`src/logic/bus_csr_defs.vh`:
```
`ifndef BUS_CSR_DEFS_VH
`define BUS_CSR_DEFS_VH

// ---------------------------------------------------------------
// Register offsets
// ---------------------------------------------------------------
`define OFS_SWAP_DATA 8'h0c
`define OFS_SWAP_COMPARE 8'h10
`define OFS_SWAP_CONTROL 8'h14
`define OFS_ROM_HEADER 8'h18
`define OFS_BUS_NAME 8'h1c
`define OFS_BUS_OPTIONS 8'h20

// ---------------------------------------------------------------
// Field positions
// ---------------------------------------------------------------
`define SWAP_DONE_BIT 31
`define SEL_MSB 1
`define SEL_LSB 0
`define INFO_LEN_MSB 31
`define INFO_LEN_LSB 24
`define CRC_LEN_MSB 23
`define CRC_LEN_LSB 16
`define ROM_CRC_MSB 15
`define ROM_CRC_LSB 0

// ---------------------------------------------------------------
// Resource selector codes
// ---------------------------------------------------------------
`define SEL_BUS_MANAGER_ID 2'h0
`define SEL_BANDWIDTH_AVAIL 2'h1
`define SEL_CHANNELS_HI 2'h2
`define SEL_CHANNELS_LO 2'h3

// ---------------------------------------------------------------
// Reset values and constants
// ---------------------------------------------------------------
`define SWAP_DONE_RESET 1'h1
`define SEL_RESET 2'h0
`define ROM_HEADER_RESET 32'h00000000
`define BUS_NAME_VALUE 32'h31333934
`define BUS_OPTIONS_RESET 32'h0000b003
`define BUS_OPTIONS_WMASK 32'hf8ffffff
`define DATA_RESET 32'h00000000
`define COMPARE_RESET 32'h00000000

`endif

```
`src/logic/resource_store.v`:
```
`timescale 1ns/1ps
`include "bus_csr_defs.vh"

module resource_store #(
  parameter [31:0] INIT0 = 32'h00000000,
  parameter [31:0] INIT1 = 32'h00000000,
  parameter [31:0] INIT2 = 32'h00000000,
  parameter [31:0] INIT3 = 32'h00000000
) (
  input wire clk,
  input wire reset,
  input wire [1:0] rd_index,
  output reg [31:0] rd_data,
  input wire wr_en,
  input wire [1:0] wr_index,
  input wire [31:0] wr_data
);

  reg [31:0] word_reg [0:3];

  // ---------------------------------------------------------------
  // Four bus-management resources
  // ---------------------------------------------------------------
  always @(posedge clk or posedge reset) begin
    if (reset) begin
      word_reg[0] <= INIT0;
      word_reg[1] <= INIT1;
      word_reg[2] <= INIT2;
      word_reg[3] <= INIT3;
      rd_data <= 32'h00000000;
    end else begin
      if (wr_en) begin
        word_reg[wr_index] <= wr_data;
      end
      rd_data <= word_reg[rd_index];
    end
  end

endmodule

```
`src/logic/bus_mgmt_csr.v`:
```
`timescale 1ns/1ps
`include "bus_csr_defs.vh"

module bus_mgmt_csr #(
  parameter [31:0] RES_INIT_BUS_MANAGER = 32'h00000000,
  parameter [31:0] RES_INIT_BANDWIDTH = 32'h00000000,
  parameter [31:0] RES_INIT_CHAN_HI = 32'h00000000,
  parameter [31:0] RES_INIT_CHAN_LO = 32'h00000000
) (
  input wire clk,
  input wire reset,
  input wire [7:0] reg_addr,
  input wire reg_wr,
  input wire reg_rd,
  input wire [31:0] reg_wdata,
  output reg [31:0] reg_rdata,
  input wire operand_load,
  input wire [31:0] compare_in,
  input wire [31:0] swap_data_in,
  input wire link_on,
  output wire swap_busy,
  output wire [31:0] rom_quadlet0,
  output wire [31:0] bus_info_quadlet0,
  output wire [31:0] bus_info_quadlet1,
  output wire rom_header_unset
);

  localparam ST_IDLE = 2'h0;
  localparam ST_READ = 2'h1;
  localparam ST_SWAP = 2'h2;

  reg [1:0] state_reg;
  reg [1:0] state_next;
  reg [31:0] compare_reg;
  reg [31:0] data_reg;
  reg swap_done_flag;
  reg [1:0] resource_select;
  reg [31:0] rom_header_reg;
  reg [31:0] bus_options_reg;
  wire [31:0] res_value;
  wire ctrl_write;
  wire swap_hit;
  wire swap_start;
  wire operand_take;
  wire rom_write;
  wire options_write;
  wire store_write;
  wire [31:0] control_value;
  reg [31:0] read_mux;

  // ---------------------------------------------------------------
  // Address decode and swap qualifiers
  // ---------------------------------------------------------------
  assign ctrl_write = reg_wr && (reg_addr == `OFS_SWAP_CONTROL);
  assign rom_write = reg_wr && (reg_addr == `OFS_ROM_HEADER);
  assign options_write = reg_wr && (reg_addr == `OFS_BUS_OPTIONS);
  // Busy write neither restarts nor retargets the swap
  assign swap_start = ctrl_write && !swap_busy;
  assign operand_take = operand_load && !swap_busy;
  assign swap_busy = (state_reg != ST_IDLE);
  assign swap_hit = (res_value == compare_reg);
  // Write back only on a matching compare
  assign store_write = (state_reg == ST_SWAP) && swap_hit;
  assign control_value = {swap_done_flag, 29'h0, resource_select};

  // ---------------------------------------------------------------
  // Resource storage
  // ---------------------------------------------------------------
  resource_store #(
    .INIT0(RES_INIT_BUS_MANAGER),
    .INIT1(RES_INIT_BANDWIDTH),
    .INIT2(RES_INIT_CHAN_HI),
    .INIT3(RES_INIT_CHAN_LO)
  // Changed only by the swap engine
  ) u_store (
    .clk(clk),
    .reset(reset),
    .rd_index(resource_select),
    .rd_data(res_value),
    .wr_en(store_write),
    .wr_index(resource_select),
    .wr_data(data_reg)
  );

  // ---------------------------------------------------------------
  // Swap sequencer
  // ---------------------------------------------------------------
  always @* begin
    state_next = state_reg;
    case (state_reg)
      ST_IDLE: begin
        if (ctrl_write) begin
          state_next = ST_READ;
        end
      end
      ST_READ: begin
        // Store read data is registered, compare a cycle later
        state_next = ST_SWAP;
      end
      ST_SWAP: begin
        state_next = ST_IDLE;
      end
      default: begin
        state_next = ST_IDLE;
      end
    endcase
  end

  always @(posedge clk or posedge reset) begin
    if (reset) begin
      state_reg <= ST_IDLE;
    end else begin
      state_reg <= state_next;
    end
  end

  // ---------------------------------------------------------------
  // Control register
  // ---------------------------------------------------------------
  always @(posedge clk or posedge reset) begin
    if (reset) begin
      swap_done_flag <= `SWAP_DONE_RESET;
      resource_select <= `SEL_RESET;
    end else begin
      // Completion wins over a same-cycle clear
      if (state_reg == ST_SWAP) begin
        swap_done_flag <= 1'b1;
      end else if (ctrl_write) begin
        swap_done_flag <= 1'b0;
      end
      if (swap_start) begin
        resource_select <= reg_wdata[`SEL_MSB:`SEL_LSB];
      end
    end
  end

  // ---------------------------------------------------------------
  // Operand registers
  // ---------------------------------------------------------------
  always @(posedge clk or posedge reset) begin
    if (reset) begin
      compare_reg <= `COMPARE_RESET;
      data_reg <= `DATA_RESET;
    end else begin
      // Data register hands back the old resource value
      if (state_reg == ST_SWAP) begin
        data_reg <= res_value;
      end else if (operand_take) begin
        compare_reg <= compare_in;
        data_reg <= swap_data_in;
      end
    end
  end

  // ---------------------------------------------------------------
  // Configuration ROM header and bus options
  // ---------------------------------------------------------------
  always @(posedge clk or posedge reset) begin
    if (reset) begin
      rom_header_reg <= `ROM_HEADER_RESET;
      bus_options_reg <= `BUS_OPTIONS_RESET;
    end else begin
      if (rom_write) begin
        rom_header_reg <= reg_wdata;
      end
      // Bits 26:24 of the options stay zero
      if (options_write) begin
        bus_options_reg <= reg_wdata & `BUS_OPTIONS_WMASK;
      end
    end
  end

  assign rom_quadlet0 = rom_header_reg;
  assign bus_info_quadlet0 = `BUS_NAME_VALUE;
  assign bus_info_quadlet1 = bus_options_reg;

  // Either length still zero while the link is on
  assign rom_header_unset = link_on &&
    ((rom_header_reg[`INFO_LEN_MSB:`INFO_LEN_LSB] == 8'h00) ||
     (rom_header_reg[`CRC_LEN_MSB:`CRC_LEN_LSB] == 8'h00));

  // ---------------------------------------------------------------
  // Read port
  // ---------------------------------------------------------------
  always @* begin
    read_mux = 32'h00000000;
    case (reg_addr)
      `OFS_SWAP_DATA: read_mux = data_reg;
      `OFS_SWAP_COMPARE: read_mux = compare_reg;
      `OFS_SWAP_CONTROL: read_mux = control_value;
      `OFS_ROM_HEADER: read_mux = rom_header_reg;
      `OFS_BUS_NAME: read_mux = `BUS_NAME_VALUE;
      `OFS_BUS_OPTIONS: read_mux = bus_options_reg;
      default: read_mux = 32'h00000000;
    endcase
  end

  // Read data held until the next read strobe
  always @(posedge clk or posedge reset) begin
    if (reset) begin
      reg_rdata <= 32'h00000000;
    end else if (reg_rd) begin
      reg_rdata <= read_mux;
    end
  end

endmodule

```
`config.mk`:
```
export PLATFORM = sky130hd
export DESIGN_NAME = bus_mgmt_csr
export DESIGN_NICKNAME = d
export VERILOG_FILES = /design/src/logic/resource_store.v /design/src/logic/bus_mgmt_csr.v
export VERILOG_INCLUDE_DIRS = /design/src /design/src/logic
export SDC_FILE = /design/constraint.sdc
export NUM_CORES = 1
export LEC_CHECK = 0
export BUFFER_PORTS_ARGS = -buffer_cell sky130_fd_sc_hd__buf_2
export CAP_MARGIN = 30
export CORE_UTILIZATION = 35
export CTS_CLUSTER_SIZE = 28
export DETAILED_ROUTE_END_ITERATION = 10
export SLEW_MARGIN = 30
export SYNTH_ARGS = -nofsm -noshare
export SYNTH_HDL_FRONTEND = slang
export SYNTH_SLANG_ARGS = --single-unit
```
`constraint.sdc`:
```
create_clock -name clk -period 13.2 [get_ports clk]
set_clock_uncertainty 0.05 [all_clocks]
set_input_delay 2.64 -clock clk [delete_from_list [all_inputs] [get_ports clk]]
set_output_delay 2.64 -clock clk [all_outputs]
set_load 0.01 [all_outputs]
```
==> flow_summary.yaml <==
status:
  status: "finished clean"
timing:
  hold_viol: 0
  fmax_mhz: 172
  whs_ps: 393
  finalSetupViolations: 0
  fin_tns_setup_ps: 0
  slew_viol_final: 0
  period_share: 0.440
  max_slew_margin: 0.354
  worstMarginPinSlew_ps: 964
  fin_crit_ps: 5810
  rsz0062_at_grt: "no"
detailed_routing:
  drt_iter0_markers: 790
  antenna_left: 0
  wire_per_inst_um: 21.9
  dr.pass1.iters: 6
  drc: 0
  viasPerCell: 5.18
  wl_um: 38800
  vias: 9167
floorplan:
  io_pins: 240
  rows: 72
  die_area_um2: 40700
  initial_core_util: 0.358
  die_h_um: 202
  die_w_um: 202
  core_area_um2: 39000
cells_and_area:
  fin_nets: 1336
  fillers: 3621
  syn_to_final_growth_pct: 18.2
  largest_reg_flops: 128
  ff_latch_area_um2: 8070
  final_layout_size_suffix_gt1_frac: 0.321
  multi_input_area_um2: 5390
worst_setup_path:
  reg2reg_depth: 6
  cp-end-kind: "output port"
  rr_endpoint: "u_store.word_reg[18]"
  cp-start-kind: "primary input"
  critPathMaxFanout: 1
  crit_arrival_ps: 3120
  r2r-start: "compare_reg[3]"
  required_ps: 10510
  regToRegSetupSlack_ps: 9840
  critPathKind: "primary input to output port"
synth:
  ys_ff_latch: 322
  netlist_top_cells_area: "dfrtp_1, mux2_1, mux2_2"
  synth_edf_count: 0
  synth_area_um2: 14000
  synth_common_cells: "dfrtp_1, mux2_1, nand2_1"
  yosys.area.top_type_share: 0.566
  yosysUniqueCellTypes: 45
  yosysSeqAreaShare: 0.578
  synthCells: 1032
  yosys.area.top_type: "dfrtp_1"
  synth_warnings: 0
  syn_avg_cell_area_um2: 13.5
  synth_ff_type: "dfrtp_1"
  yosysMostFrequentCell: "dfrtp_1"
  async_reset_ff_frac: 1.00
cts:
  numClockSinks: 322
  htree_levels: 1
  cts_tree: "done"
  clk_latency_ps: 580
  cts_buffer_depth: 3
  cts_resized: 0
  post_cts_buffers: 0
  root_buffer: "clkbuf_16"
  cts.reportedPaths.clkPinSlew_ps: 60
  cts_buffers: 31
  hold_buffers: 0
global_route:
  grt_start_max_net_pins: 180
  track_usage: 0.191
  grt_pass1_vias: 9320
  overflow: 0
  grt_pass1_wl_um: 59100
  antenna_found_initial: 3
placement:
  dp_hpwl_um: 26800
  numPortBuffers: 204
  place_congestion: 0.782
pwr:
  powerDensity_nw_per_um2: 125
  peakVddDrop_mv: 0.0940
  leakage_uw: 0.00821
worst_hold_path:
  min_to: "state_reg[1]"
  min_path_cells: 1
  hp-class: "register to register"
  worstHoldStart: "state_reg[1]"
job:
  drv_cap: 0
==> cell usage in the layout (no fill, tap or decap), types with 31 or more instances in the layout <==
cell type	n
a22oi_1	45
buf_2	204
clkbuf_16	31
conb_1	35
dfrtp_1	315
inv_1	40
mux2_1	140
mux2_2	80
mux4_2	32
nand2_1	88
o22ai_1	31
==> critical path: stages <==
cell	delay, ps
buf_2	70
a21boi_0	230
buf_2	180
==> area by class of cell <==
class                      instances  area share
antenna                            2    0.000303
clock buffer                      53      0.0575
clock inverter                     5     0.00174
inverter                          41     0.00978
multi-input combinational        606       0.326
sequential                       322       0.489
tap                              518      0.0393
timing repair buffer             224      0.0761
==> worst max-delay path by stage <==
stage / end / cells after the start / from / slack [ps]
final: rom_header_unset / 3 / link_on / 7390
after global routing: rom_header_unset / 3 / link_on / 7330
after CTS: rom_header_unset / 3 / link_on / 7350
after detailed placement: rom_header_unset / 3 / link_on / 7350
after global placement: rom_header_unset / 3 / link_on / 7370
after floorplan: bus_info_quadlet1[10] / 1 / reset / 1610
==> logic make-up (layout without fill, tap and decap cells) <==
group,Yosys count,count (layout),synth area share
and+or+nand+nor,153,153,0.0556
other,2,37,0.000538
muxes,255,255,0.231
xor gates and xnor gates,24,24,0.0151
buffers and inverters,137,323,0.0481
DFF,322,322,0.578
AOI/OAI and AO/OA,139,139,0.0719
==> through the flow <==
step	util	setup WS [ps]	std cells	cell area, µm²	power [µW]
finish	0.423	7390	1771	16500	2050
global route	0.423	7330	1769	16500	2130
CTS	0.422	7350	1768	16500	2070
detailed placement	0.397	7350	1710	15500	1210
global placement	0.395	7370	1706	15400	1210
floorplan	-	1610	1065	14100	1140
==> where the power goes <==
| part | total (µW) | internal (µW) | switching (µW) |
|---|---|---|---|
| registers | 1060 | 1020 | 39.4 |
| clock network | 860 | 484 | 376 |
| logic | 139 | 55.3 | 83.3 |
| total | 2050 | 1560 | 499 |
==> layer usage <==
layer | track usage | vias to the layer above | share of wire | wire [µm]
met3 | 0.0363 | 60 | 0.069 | 2670
met2 | 0.300 | 349 | 0.46 | 17900
met1 | 0.268 | 4699 | 0.44 | 17200
met4 | 0.0576 | 0 | 0.027 | 1050
li1 | - | 4059 | - | -
met5 | 0 | - | 0 | 0
No activity file was read; power rests on OpenSTA's default activity.
